### config.mk
export PLATFORM = sky130hd
export DESIGN_NAME = ipc_top
export DESIGN_NICKNAME = d
export VERILOG_FILES = /design/src/ipc_pkg.sv /design/src/ipc_context.sv /design/src/ipc_top.sv
export SDC_FILE = /design/constraint.sdc
export NUM_CORES = 1
export LEC_CHECK = 0
export BUFFER_PORTS_ARGS = -buffer_cell sky130_fd_sc_hd__buf_4
export CORE_ASPECT_RATIO = 0.5
export CORE_UTILIZATION = 45
export DETAILED_ROUTE_END_ITERATION = 12
export PLACE_DENSITY = 0.59
export SLEW_MARGIN = 20
export SYNTH_ARGS = -nofsm -noshare
export SYNTH_HDL_FRONTEND = slang
export SYNTH_SLANG_ARGS = --single-unit
### constraint.sdc
create_clock -name i_clk -period 4.9 [get_ports i_clk]
set_clock_uncertainty 0.15 [all_clocks]
set_input_delay 0.245 -clock i_clk [delete_from_list [all_inputs] [get_ports i_clk]]
set_output_delay 0.245 -clock i_clk [all_outputs]
set_load 0.02 [all_outputs]
### src/ipc_pkg.sv
// Constants, register map and field layout of the interrupt priority block
package ipc_pkg;

  // ------------------------------------------------------------------
  // Widths and sizes
  // ------------------------------------------------------------------
  localparam int AW = 8;
  localparam int DW = 32;
  localparam int RW = 8;
  localparam int PC_W = 21;
  localparam int STK_DEPTH = 31;
  localparam int STK_PTR_W = 5;
  localparam int NEXT = 4;
  localparam int NPORT_HI = 4;

  // ------------------------------------------------------------------
  // Register byte offsets
  // ------------------------------------------------------------------
  localparam logic [AW-1:0] OFF_PRIM = 8'h00;
  localparam logic [AW-1:0] OFF_SEC = 8'h04;
  localparam logic [AW-1:0] OFF_THIRD = 8'h08;
  localparam logic [AW-1:0] OFF_PPR3 = 8'h0C;
  localparam logic [AW-1:0] OFF_RSTC = 8'h10;
  localparam logic [AW-1:0] OFF_TCTL = 8'h14;
  localparam logic [AW-1:0] OFF_TLO = 8'h18;
  localparam logic [AW-1:0] OFF_THI = 8'h1C;

  // ------------------------------------------------------------------
  // Field positions
  // ------------------------------------------------------------------
  localparam int PRIM_GLB = 7;
  localparam int PRIM_PEN = 6;
  localparam int PRIM_T0IE = 5;
  localparam int PRIM_X0IE = 4;
  localparam int PRIM_CHG_EN = 3;
  localparam int PRIM_T0IF = 2;
  localparam int PRIM_X0IF = 1;
  localparam int PRIM_CHG_FLG = 0;
  localparam int SEC_EDGE_LSB = 3;
  localparam int SEC_T0IP = 2;
  localparam int SEC_X3IP = 1;
  localparam int SEC_CHG_PRI = 0;
  localparam int THIRD_X2IP = 7;
  localparam int THIRD_X1IP = 6;
  localparam int THIRD_XIE_LSB = 3;
  localparam int THIRD_XIF_LSB = 0;
  localparam int PPR3_RX = 5;
  localparam int PPR3_TX = 4;
  localparam int PPR3_CC3 = 0;
  localparam int RSTC_LVL = 7;
  localparam int RSTC_WDT = 3;
  localparam int RSTC_PDN = 2;
  localparam int TCTL_RUN = 7;
  localparam int TCTL_M16 = 6;
  localparam int PORT_HI_LSB = 4;

  // ------------------------------------------------------------------
  // Reset values and writable masks
  // ------------------------------------------------------------------
  localparam logic [RW-1:0] PRIM_RST = 8'h00;
  localparam logic [RW-1:0] SEC_RST = 8'h7F;
  localparam logic [RW-1:0] THIRD_RST = 8'hC0;
  localparam logic [RW-1:0] PPR3_RST = 8'h01;
  localparam logic [RW-1:0] RSTC_RST = 8'h5C;
  localparam logic [RW-1:0] TCTL_RST = 8'h00;
  localparam logic [RW-1:0] ALL_WMASK = 8'hFF;
  localparam logic [RW-1:0] SEC_WMASK = 8'h7F;
  localparam logic [RW-1:0] PPR3_WMASK = 8'h31;
  localparam logic [RW-1:0] RSTC_WMASK = 8'hD3;
  localparam logic [RW-1:0] TCTL_WMASK = 8'hC0;
  localparam logic [RW-1:0] ZERO8 = 8'h00;

  // ------------------------------------------------------------------
  // Timer, bus and stack pointer constants
  // ------------------------------------------------------------------
  localparam logic [7:0] T8_MAX = 8'hFF;
  localparam logic [15:0] T16_MAX = 16'hFFFF;
  localparam logic [7:0] T_STEP8 = 8'h01;
  localparam logic [15:0] T_STEP16 = 16'h0001;
  localparam logic [1:0] RESP_OKAY = 2'h0;
  localparam logic [1:0] RESP_SLVERR = 2'h2;
  localparam logic [STK_PTR_W-1:0] PTR_ONE = 5'h01;
  localparam logic [STK_PTR_W-1:0] PTR_FULL = 5'h1F;

endpackage : ipc_pkg

### src/ipc_context.sv
// Return address stack and fast-return shadow registers
`timescale 1ns/1ps
module ipc_context
  import ipc_pkg::*;
(
  input wire logic i_clk,
  input wire logic i_rst_n,
  input wire logic i_push,
  input wire logic i_pop,
  input wire logic [PC_W-1:0] i_ret_pc,
  input wire logic [RW-1:0] i_wrk,
  input wire logic [RW-1:0] i_status,
  input wire logic [RW-1:0] i_bank,
  output logic [PC_W-1:0] o_top_pc,
  output logic [RW-1:0] o_shadow_wrk,
  output logic [RW-1:0] o_shadow_status,
  output logic [RW-1:0] o_shadow_bank,
  output logic o_stack_full
);

  logic [PC_W-1:0] stk [STK_DEPTH];
  logic [STK_PTR_W-1:0] ptr_r;
  wire can_push = i_push && (ptr_r != PTR_FULL);
  wire can_pop = i_pop && !i_push && (ptr_r != '0);
  wire [STK_PTR_W-1:0] below = ptr_r - PTR_ONE - PTR_ONE;

  assign o_stack_full = (ptr_r == PTR_FULL);

  // Stack storage; a push on a full stack is dropped
  always_ff @(posedge i_clk) begin
    if (can_push) begin
      stk[ptr_r] <= i_ret_pc;
    end
  end

  // Pointer, top of stack and shadow copies
  always_ff @(posedge i_clk or negedge i_rst_n) begin
    if (!i_rst_n) begin
      ptr_r <= '0;
      o_top_pc <= '0;
      o_shadow_wrk <= '0;
      o_shadow_status <= '0;
      o_shadow_bank <= '0;
    end else if (i_push) begin
      if (can_push) begin
        ptr_r <= ptr_r + PTR_ONE;
        o_top_pc <= i_ret_pc;
      end
      o_shadow_wrk <= i_wrk;
      o_shadow_status <= i_status;
      o_shadow_bank <= i_bank;
    end else if (can_pop) begin
      ptr_r <= ptr_r - PTR_ONE;
      o_top_pc <= (ptr_r == PTR_ONE) ? '0 : stk[below];
    end
  end
endmodule : ipc_context

### src/ipc_top.sv
// Interrupt priority, pin sources, timer zero and reset-cause registers
//
// The AXI4-Lite slave port and the placing of the registers were chosen for this implementation.
`timescale 1ns/1ps
// Operation
// - Peripheral priorities at bits 5, 4, 0
// - Unused priority-three bits read zero
// - Bit 7 enables two priority levels
// - Reset-cause flags held; bit 5 reads zero
// - Edge select: one rising, zero falling
// - Valid pin edge sets sticky flag
// - Pin interrupt gated by its enable
// - Enabled pin interrupt wakes the processor
// - Vectoring after wake needs global enable
// - Pins 1-3 priority from dedicated bits
// - Pin zero always high priority
// - Timer overflow sets flag, 8/16 bit
// - Timer enable bit 5, priority bit 2
// - Port B upper change sets flag
// - Entry pushes PC and shadows registers
// - Legacy peripherals need peripheral enable
// - Peripheral priorities only with levels enabled
module ipc_top
  import ipc_pkg::*;
(
  input wire logic i_clk,
  input wire logic i_rst_n,
  input wire logic [AW-1:0] i_awaddr,
  input wire logic i_awvalid,
  output logic o_awready,
  input wire logic [DW-1:0] i_wdata,
  input wire logic [DW/8-1:0] i_wstrb,
  input wire logic i_wvalid,
  output logic o_wready,
  output logic [1:0] o_bresp,
  output logic o_bvalid,
  input wire logic i_bready,
  input wire logic [AW-1:0] i_araddr,
  input wire logic i_arvalid,
  output logic o_arready,
  output logic [DW-1:0] o_rdata,
  output logic [1:0] o_rresp,
  output logic o_rvalid,
  input wire logic i_rready,
  input wire logic [RW-1:0] i_port_b_pins,
  input wire logic i_serial2_rx_pend,
  input wire logic i_serial2_tx_pend,
  input wire logic i_capcomp3_pend,
  input wire logic i_wdt_timeout,
  input wire logic i_power_down_entry,
  input wire logic i_irq_take,
  input wire logic i_irq_return,
  input wire logic [PC_W-1:0] i_ret_pc,
  input wire logic [RW-1:0] i_wrk,
  input wire logic [RW-1:0] i_status,
  input wire logic [RW-1:0] i_bank,
  output logic o_irq_high,
  output logic o_irq_low,
  output logic o_wake,
  output logic [PC_W-1:0] o_top_pc,
  output logic [RW-1:0] o_shadow_wrk,
  output logic [RW-1:0] o_shadow_status,
  output logic [RW-1:0] o_shadow_bank,
  output logic o_stack_full
);

  // ------------------------------------------------------------------
  // Register bus slave
  // ------------------------------------------------------------------
  logic aw_got_r, w_got_r, wbe_r, bvalid_r, rvalid_r;
  logic [AW-1:0] awaddr_r;
  logic [RW-1:0] wdata_r;
  logic [1:0] bresp_r, rresp_r;
  logic [DW-1:0] rdata_r;
  logic [RW-1:0] prim_r, sec_r, third_r, ppr3_r, rstc_r, tctl_r;
  logic [RW-1:0] prim_nxt, third_nxt, rstc_nxt;
  logic [15:0] tcnt_r, tcnt_nxt;
  logic [NEXT-1:0] pin_prev_r;
  logic [NPORT_HI-1:0] rb_prev_r;
  logic pins_valid_r;

  // Channel acceptance and merged write request
  assign o_awready = !aw_got_r && !bvalid_r;
  assign o_wready = !w_got_r && !bvalid_r;
  assign o_arready = !rvalid_r;
  wire aw_fire = i_awvalid && o_awready;
  wire w_fire = i_wvalid && o_wready;
  wire ar_fire = i_arvalid && o_arready;
  wire have_aw = aw_got_r || aw_fire;
  wire have_w = w_got_r || w_fire;
  wire wr_do = have_aw && have_w && !bvalid_r;
  wire [AW-1:0] wr_addr = aw_got_r ? awaddr_r : i_awaddr;
  wire [RW-1:0] wr_data = w_got_r ? wdata_r : i_wdata[RW-1:0];
  wire wr_be = w_got_r ? wbe_r : i_wstrb[0];

  // Write address decode
  wire wr_hit = wr_do && wr_be;
  wire wr_prim = wr_hit && (wr_addr == OFF_PRIM);
  wire wr_sec = wr_hit && (wr_addr == OFF_SEC);
  wire wr_third = wr_hit && (wr_addr == OFF_THIRD);
  wire wr_ppr3 = wr_hit && (wr_addr == OFF_PPR3);
  wire wr_rstc = wr_hit && (wr_addr == OFF_RSTC);
  wire wr_tctl = wr_hit && (wr_addr == OFF_TCTL);
  wire wr_tlo = wr_hit && (wr_addr == OFF_TLO);
  wire wr_thi = wr_hit && (wr_addr == OFF_THI);
  wire wr_mapped = (wr_addr == OFF_PRIM) || (wr_addr == OFF_SEC) ||
    (wr_addr == OFF_THIRD) || (wr_addr == OFF_PPR3) || (wr_addr == OFF_RSTC) ||
    (wr_addr == OFF_TCTL) || (wr_addr == OFF_TLO) || (wr_addr == OFF_THI);

  // Read decode; unused bits are never stored so they read zero
  wire rd_mapped = (i_araddr == OFF_PRIM) || (i_araddr == OFF_SEC) ||
    (i_araddr == OFF_THIRD) || (i_araddr == OFF_PPR3) || (i_araddr == OFF_RSTC) ||
    (i_araddr == OFF_TCTL) || (i_araddr == OFF_TLO) || (i_araddr == OFF_THI);
  wire [RW-1:0] rd_val =
    (i_araddr == OFF_PRIM) ? prim_r :
    (i_araddr == OFF_SEC) ? sec_r :
    (i_araddr == OFF_THIRD) ? third_r :
    (i_araddr == OFF_PPR3) ? ppr3_r :
    (i_araddr == OFF_RSTC) ? rstc_r :
    (i_araddr == OFF_TCTL) ? tctl_r :
    (i_araddr == OFF_TLO) ? tcnt_r[7:0] :
    (i_araddr == OFF_THI) ? tcnt_r[15:8] : ZERO8;

  assign o_bvalid = bvalid_r;
  assign o_bresp = bresp_r;
  assign o_rvalid = rvalid_r;
  assign o_rresp = rresp_r;
  assign o_rdata = rdata_r;

  // Write channel holding and response
  always_ff @(posedge i_clk or negedge i_rst_n) begin
    if (!i_rst_n) begin
      aw_got_r <= 1'b0;
      w_got_r <= 1'b0;
      awaddr_r <= '0;
      wdata_r <= '0;
      wbe_r <= 1'b0;
      bvalid_r <= 1'b0;
      bresp_r <= RESP_OKAY;
    end else begin
      if (wr_do) begin
        aw_got_r <= 1'b0;
        w_got_r <= 1'b0;
        bvalid_r <= 1'b1;
        bresp_r <= wr_mapped ? RESP_OKAY : RESP_SLVERR;
      end else begin
        if (aw_fire) begin
          aw_got_r <= 1'b1;
          awaddr_r <= i_awaddr;
        end
        if (w_fire) begin
          w_got_r <= 1'b1;
          wdata_r <= i_wdata[RW-1:0];
          wbe_r <= i_wstrb[0];
        end
        if (bvalid_r && i_bready) begin
          bvalid_r <= 1'b0;
        end
      end
    end
  end

  // Read channel
  always_ff @(posedge i_clk or negedge i_rst_n) begin
    if (!i_rst_n) begin
      rvalid_r <= 1'b0;
      rdata_r <= '0;
      rresp_r <= RESP_OKAY;
    end else if (ar_fire) begin
      rvalid_r <= 1'b1;
      rdata_r <= {{(DW-RW){1'b0}}, rd_val};
      rresp_r <= rd_mapped ? RESP_OKAY : RESP_SLVERR;
    end else if (i_rready) begin
      rvalid_r <= 1'b0;
    end
  end

  // ------------------------------------------------------------------
  // Event sources
  // ------------------------------------------------------------------
  function automatic logic [RW-1:0] wmerge(input logic [RW-1:0] old,
      input logic [RW-1:0] wd, input logic [RW-1:0] m);
    wmerge = (wd & m) | (old & ~m);
  endfunction : wmerge

  wire [NEXT-1:0] pins = i_port_b_pins[NEXT-1:0];
  wire [NEXT-1:0] edge_sel = sec_r[SEC_EDGE_LSB +: NEXT];
  wire [NPORT_HI-1:0] rb_hi = i_port_b_pins[PORT_HI_LSB +: NPORT_HI];

  // Pin edge detection per pin, direction chosen by its select bit
  logic [NEXT-1:0] ext_hit;
  for (genvar k = 0; k < NEXT; k++) begin : g_edge
    assign ext_hit[k] = pins_valid_r && (edge_sel[k] ?
      (pins[k] && !pin_prev_r[k]) : (!pins[k] && pin_prev_r[k]));
  end

  // Port B change and timer overflow events
  wire rb_hit = pins_valid_r && (rb_hi != rb_prev_r);
  wire t_run = tctl_r[TCTL_RUN];
  wire t_m16 = tctl_r[TCTL_M16];
  wire t_ovf = t_run && !wr_tlo && !wr_thi &&
    (t_m16 ? (tcnt_r == T16_MAX) : (tcnt_r[7:0] == T8_MAX));

  // Flag registers: hardware set wins over a software write
  always_comb begin
    prim_nxt = wr_prim ? wr_data : prim_r;
    prim_nxt[PRIM_X0IF] = prim_nxt[PRIM_X0IF] | ext_hit[0];
    prim_nxt[PRIM_T0IF] = prim_nxt[PRIM_T0IF] | t_ovf;
    prim_nxt[PRIM_CHG_FLG] = prim_nxt[PRIM_CHG_FLG] | rb_hit;
    third_nxt = wr_third ? wr_data : third_r;
    third_nxt[THIRD_XIF_LSB +: NEXT-1] = third_nxt[THIRD_XIF_LSB +: NEXT-1] |
      ext_hit[NEXT-1:1];
    rstc_nxt = wr_rstc ? wmerge(rstc_r, wr_data, RSTC_WMASK) : rstc_r;
    rstc_nxt[RSTC_WDT] = rstc_r[RSTC_WDT] && !i_wdt_timeout;
    rstc_nxt[RSTC_PDN] = rstc_r[RSTC_PDN] && !i_power_down_entry;
  end

  // Timer zero counter; a software write wins over counting
  always_comb begin
    tcnt_nxt = tcnt_r;
    if (wr_tlo || wr_thi) begin
      if (wr_tlo) tcnt_nxt[7:0] = wr_data;
      if (wr_thi) tcnt_nxt[15:8] = wr_data;
    end else if (t_run && t_m16) begin
      tcnt_nxt = tcnt_r + T_STEP16;
    end else if (t_run) begin
      tcnt_nxt[7:0] = tcnt_r[7:0] + T_STEP8;
    end
  end

  // Register state
  always_ff @(posedge i_clk or negedge i_rst_n) begin
    if (!i_rst_n) begin
      prim_r <= PRIM_RST;
      sec_r <= SEC_RST;
      third_r <= THIRD_RST;
      ppr3_r <= PPR3_RST;
      rstc_r <= RSTC_RST;
      tctl_r <= TCTL_RST;
      tcnt_r <= '0;
    end else begin
      prim_r <= prim_nxt;
      third_r <= third_nxt;
      rstc_r <= rstc_nxt;
      tcnt_r <= tcnt_nxt;
      if (wr_sec) sec_r <= wmerge(sec_r, wr_data, SEC_WMASK);
      if (wr_ppr3) ppr3_r <= wmerge(ppr3_r, wr_data, PPR3_WMASK);
      if (wr_tctl) tctl_r <= wmerge(tctl_r, wr_data, TCTL_WMASK);
    end
  end

  // Previous pin levels; edges are ignored until one sample is held
  always_ff @(posedge i_clk or negedge i_rst_n) begin
    if (!i_rst_n) begin
      pin_prev_r <= '0;
      rb_prev_r <= '0;
      pins_valid_r <= 1'b0;
    end else begin
      pin_prev_r <= pins;
      rb_prev_r <= rb_hi;
      pins_valid_r <= 1'b1;
    end
  end

  // ------------------------------------------------------------------
  // Priority resolution and requests to the core
  // ------------------------------------------------------------------
  wire glb_en = prim_r[PRIM_GLB];
  wire per_en = prim_r[PRIM_PEN];
  wire lvl_en = rstc_r[RSTC_LVL];
  wire [NEXT-1:0] ext_flag = {third_r[THIRD_XIF_LSB +: NEXT-1], prim_r[PRIM_X0IF]};
  wire [NEXT-1:0] ext_en = {third_r[THIRD_XIE_LSB +: NEXT-1], prim_r[PRIM_X0IE]};
  wire [NEXT-1:0] ext_act = ext_flag & ext_en;
  wire [NEXT-1:0] ext_hi = {sec_r[SEC_X3IP], third_r[THIRD_X2IP],
    third_r[THIRD_X1IP], 1'b1};
  wire t_act = prim_r[PRIM_T0IF] && prim_r[PRIM_T0IE];
  wire rb_act = prim_r[PRIM_CHG_FLG] && prim_r[PRIM_CHG_EN];
  wire [2:0] per_act = {i_serial2_rx_pend, i_serial2_tx_pend, i_capcomp3_pend};
  wire [2:0] per_hi = {ppr3_r[PPR3_RX], ppr3_r[PPR3_TX], ppr3_r[PPR3_CC3]};
  wire core_any = (|ext_act) || t_act || rb_act;
  wire hi_pend = (|(ext_act & ext_hi)) || (t_act && sec_r[SEC_T0IP]) ||
    (rb_act && sec_r[SEC_CHG_PRI]) || (|(per_act & per_hi));
  wire lo_pend = (|(ext_act & ~ext_hi)) || (t_act && !sec_r[SEC_T0IP]) ||
    (rb_act && !sec_r[SEC_CHG_PRI]) || (|(per_act & ~per_hi));
  wire legacy_req = core_any || (per_en && (|per_act));

  assign o_irq_high = glb_en && (lvl_en ? hi_pend : legacy_req);
  assign o_irq_low = glb_en && lvl_en && per_en && lo_pend;
  assign o_wake = core_any || (|per_act);

  // Entry context save
  ipc_context i_ipc_context (
    .i_clk(i_clk),
    .i_rst_n(i_rst_n),
    .i_push(i_irq_take),
    .i_pop(i_irq_return),
    .i_ret_pc(i_ret_pc),
    .i_wrk(i_wrk),
    .i_status(i_status),
    .i_bank(i_bank),
    .o_top_pc(o_top_pc),
    .o_shadow_wrk(o_shadow_wrk),
    .o_shadow_status(o_shadow_status),
    .o_shadow_bank(o_shadow_bank),
    .o_stack_full(o_stack_full)
  );
endmodule : ipc_top
==> reports/metrics.cfg <==
[drt]
drt_iter0_drc=1695
drc=0
drt_first_pass_iters=5
routedWlPerCell_microns=23.82
ant_nets=0
viasPerCell=5.587
via_count=18443
wirelength_microns=78640

[setup_path]
cp_num_buf_inv=3
crit_start=i_ipc_context.ptr_r[0]$_DFFE_PN0P_
timing.rr.start=i_ipc_context.ptr_r[0]$_DFFE_PN0P_
end_kind=register
startpoint_type=register
cp_max_fo=24
crit_top_cell=buf_4
rrSetupSlack_ns=0.90
reg2regPathDepth=10
critPathMaxStageDelay_ns=0.67
path_class=register to register
required_ns=5.27
cp.arrival_ns=4.37
slowest_stage=dfrtp_4
cp.depth=10
crit_chain=inv_1 > ha_1 > xnor2_1 > xor2_4 > buf_4 > buf_4 > nand2_1 > nand3_1 > o21ai_0 > o221ai_1
r2r-end=i_ipc_context.o_top_pc[18]$_DFFE_PN0P_
cp_top_family=buffers and inverters
crit_path_end=i_ipc_context.o_top_pc[18]$_DFFE_PN0P_

[pwr]
total_power_mw=22.95
leakagePower_nw=13.58
powerDensity_nw_per_um2=601.3
vdd_ir_drop_max_v=0.0005386

[logic_synthesis]
synth_cell_types=70
syn_area_sq_um=32470
synth_edf_count=651
ys_seq_area_share_pct=71.12
netlist_instances=2014
synth-seq-cells=792
ys_async_sr_fraction_pct=17.80
ys.flop_type=edfxtp_1
syn_area_per_cell_sq_um=16.12
ys_warn_count=0

[global_route]
grt_max_degree=88
grt_pass1_vias=18193
grt.overflow.total=0
grt_antenna_before_repair=1
grt_first_pass_wirelength_microns=117900
track_usage_pct=21.70

[timing]
worst_pin_slew_ns=0.9363
hold_viol=0
setup_tns_ns=0
finalMaxSlewViolations=0
slew_headroom_pct=37.58
whs_ns=0.04022
setup_violations=0
rsz0062_at_grt=no
min_period_ns=3.998
fmax_mhz=250.1
fin_ws_ns=0.9017
fin_crit_sh_pct=81.60

[final_layout]
nFillCells=5758
layout-drive-gt1-share_pct=25.39
fin_nets=2415
fin_area_sq_um=38170
layout_common_cells=edfxtp_1, nand2_1, buf_4
final_cells=3301
areaGrowthSynthToFinish_pct=17.54
fin_util_pct=53.59
final_common_cell=edfxtp_1
diodes=0

[placed_design]
io_buffers=155
place.gp.congestion=0.8826
place_area_sq_um=35050
post-place-ws_ns=0.8945
dpl.hpwl_microns=46780
post-place-cells=3090

[clock_tree]
clkLatencyLatePin_ns=0.62
cts.repair.resized=0
cts_buffer_depth=3
cts_sinks=792
htreeDepth=3
clk_pin_slew_ns=0.07
cts_tree=done
cts-root-buf=clkbuf_16
numCtsBuffers=71

[floorplan]
core-area_sq_um=71220
die-area_sq_um=73300
placementRows=69
io-pin-count=209
start_util_pct=45.59
die_h_microns=192.0
die-width_microns=381.9

[outcome]
outcome=finished clean

[hold_path]
hold_path_class=input port to register

[flow_run]
cap_violations=0

worst reg2reg max path, stage by stage, from the launching register on:
cell and delay [ns]:
dfrtp_4 0.67, inv_1 0.40, ha_1 0.44, xnor2_1 0.52, xor2_4 0.47, buf_4 0.36, buf_4 0.38, nand2_1 0.11
nand3_1 0.10, o21ai_0 0.12, o221ai_1 0.19
how the worst min path moves through the flow:
stage	startpoint	end	slack (ns)	cells past startpoint
global placement	i_power_down_entry	rstc_r[2]$_DFF_PN1_	0.21	2
detailed placement	i_power_down_entry	rstc_r[2]$_DFF_PN1_	0.21	2
global route	i_araddr[0]	o_rdata[0]$_DFFE_PN0P_	0.06	5
CTS	i_araddr[0]	o_rdata[6]$_DFFE_PN0P_	0.02	5
finish	i_araddr[6]	o_rdata[6]$_DFFE_PN0P_	0.04	5
floorplan	i_rst_n	aw_got_r$_DFFE_PN0P_	-0.20	0
registers in the layout, summed over array words and instances, names as in the netlist, 2 cells and up:
name and cells:
i_ipc_context.stk 651, third_r 8, rb_prev_r 4, prim_r 8, i_ipc_context.ptr_r 5, i_ipc_context.o_shadow_status 8
tctl_r 2, i_ipc_context.o_shadow_wrk 8, ppr3_r 3, i_ipc_context.o_shadow_bank 8, i_ipc_context.o_top_pc 21, awaddr_r 8
tcnt_r 16, wdata_r 8, rstc_r 7, pin_prev_r 4, o_rdata 8, sec_r 7
cells in the mapped netlist, drive strengths merged, types with 3 or more instances:
| cell | instances | area [sq um] |
|---|---|---|
| xnor2 | 4 | 35.03 |
| ha | 7 | 87.58 |
| dfstp | 14 | 367.9 |
| buf | 84 | 488.0 |
| clkbuf | 52 | 195.2 |
| a21oi | 50 | 254.0 |
| or3 | 3 | 18.77 |
| mux4 | 149 | 3356 |
| mux2 | 54 | 608.1 |
| a22oi | 7 | 57.55 |
| nor3 | 6 | 30.03 |
| mux2i | 58 | 580.6 |
| nor2b | 10 | 62.56 |
| a221o | 3 | 30.03 |
| o221ai | 24 | 210.2 |
| nor2 | 63 | 236.5 |
| o21ai | 106 | 534.3 |
| a21o | 3 | 22.52 |
| a22o | 3 | 26.28 |
| nand4 | 7 | 43.79 |
| a31oi | 5 | 31.28 |
| nand3b | 6 | 45.04 |
| nor4 | 4 | 40.04 |
| xor2 | 8 | 70.07 |
| o22ai | 5 | 31.28 |
| o211ai | 5 | 42.54 |
| and3 | 26 | 162.7 |
| inv | 10 | 37.54 |
| or2 | 4 | 25.02 |
| nand3 | 85 | 430.4 |
| edfxtp | 651 | 19550 |
| dfrtp | 127 | 3178 |
| nand2 | 334 | 1254 |
kinds of logic (layout without fill, tap and decap cells):
| group | count (synthesis) | after routing | synth area share [%] |
|---|---|---|---|
| xor+xnor | 12 | 12 | 0.3237 |
| simple gates | 562 | 562 | 7.583 |
| compound gates | 232 | 232 | 4.466 |
| fa+ha+maj | 7 | 7 | 0.2697 |
| mux | 261 | 261 | 13.99 |
| buf+inv | 146 | 450 | 2.219 |
| other cells | 2 | 27 | 0.02313 |
| flops | 792 | 792 | 71.12 |
power by group:
group          total (mW)  internal [mW]  switching [mW]
Combinational        9.03           3.57            5.46
Clock                5.57           3.12            2.45
Sequential           8.35           7.90           0.443
Total                23.0           14.6            8.35
layout make-up:
type                            instances  area [sq um]  share of cell area, %
Clock buffer                           98          1992                  5.219
Clock inverter                         29         289.0                 0.7573
Inverter                               10         37.54                0.09834
Multi-Input combinational cell       1101          8889                  23.29
Sequential cell                       792         23100                  60.52
Tap cell                              958          1199                  3.140
Timing Repair Buffer                  313          2664                  6.979
repair_timing:
action                                  4_1_cts  5_1_grt
endpoints found under the setup margin        0        0
setup buffers                                 0        0
hold endpoints to repair                    805        0
hold buffers                                 84        0
metal layers:
| layer | wire [microns] | global-route usage, % | vias to the layer above |
|---|---|---|---|
| met5 | 0 | 0 | - |
| li1 | - | - | 8255 |
| met4 | 1307 | 5.185 | 0 |
| met1 | 34600 | 30.94 | 9476 |
| met2 | 37700 | 35.12 | 631 |
| met3 | 5033 | 3.589 | 81 |
No activity file was read; power rests on OpenSTA's default activity.
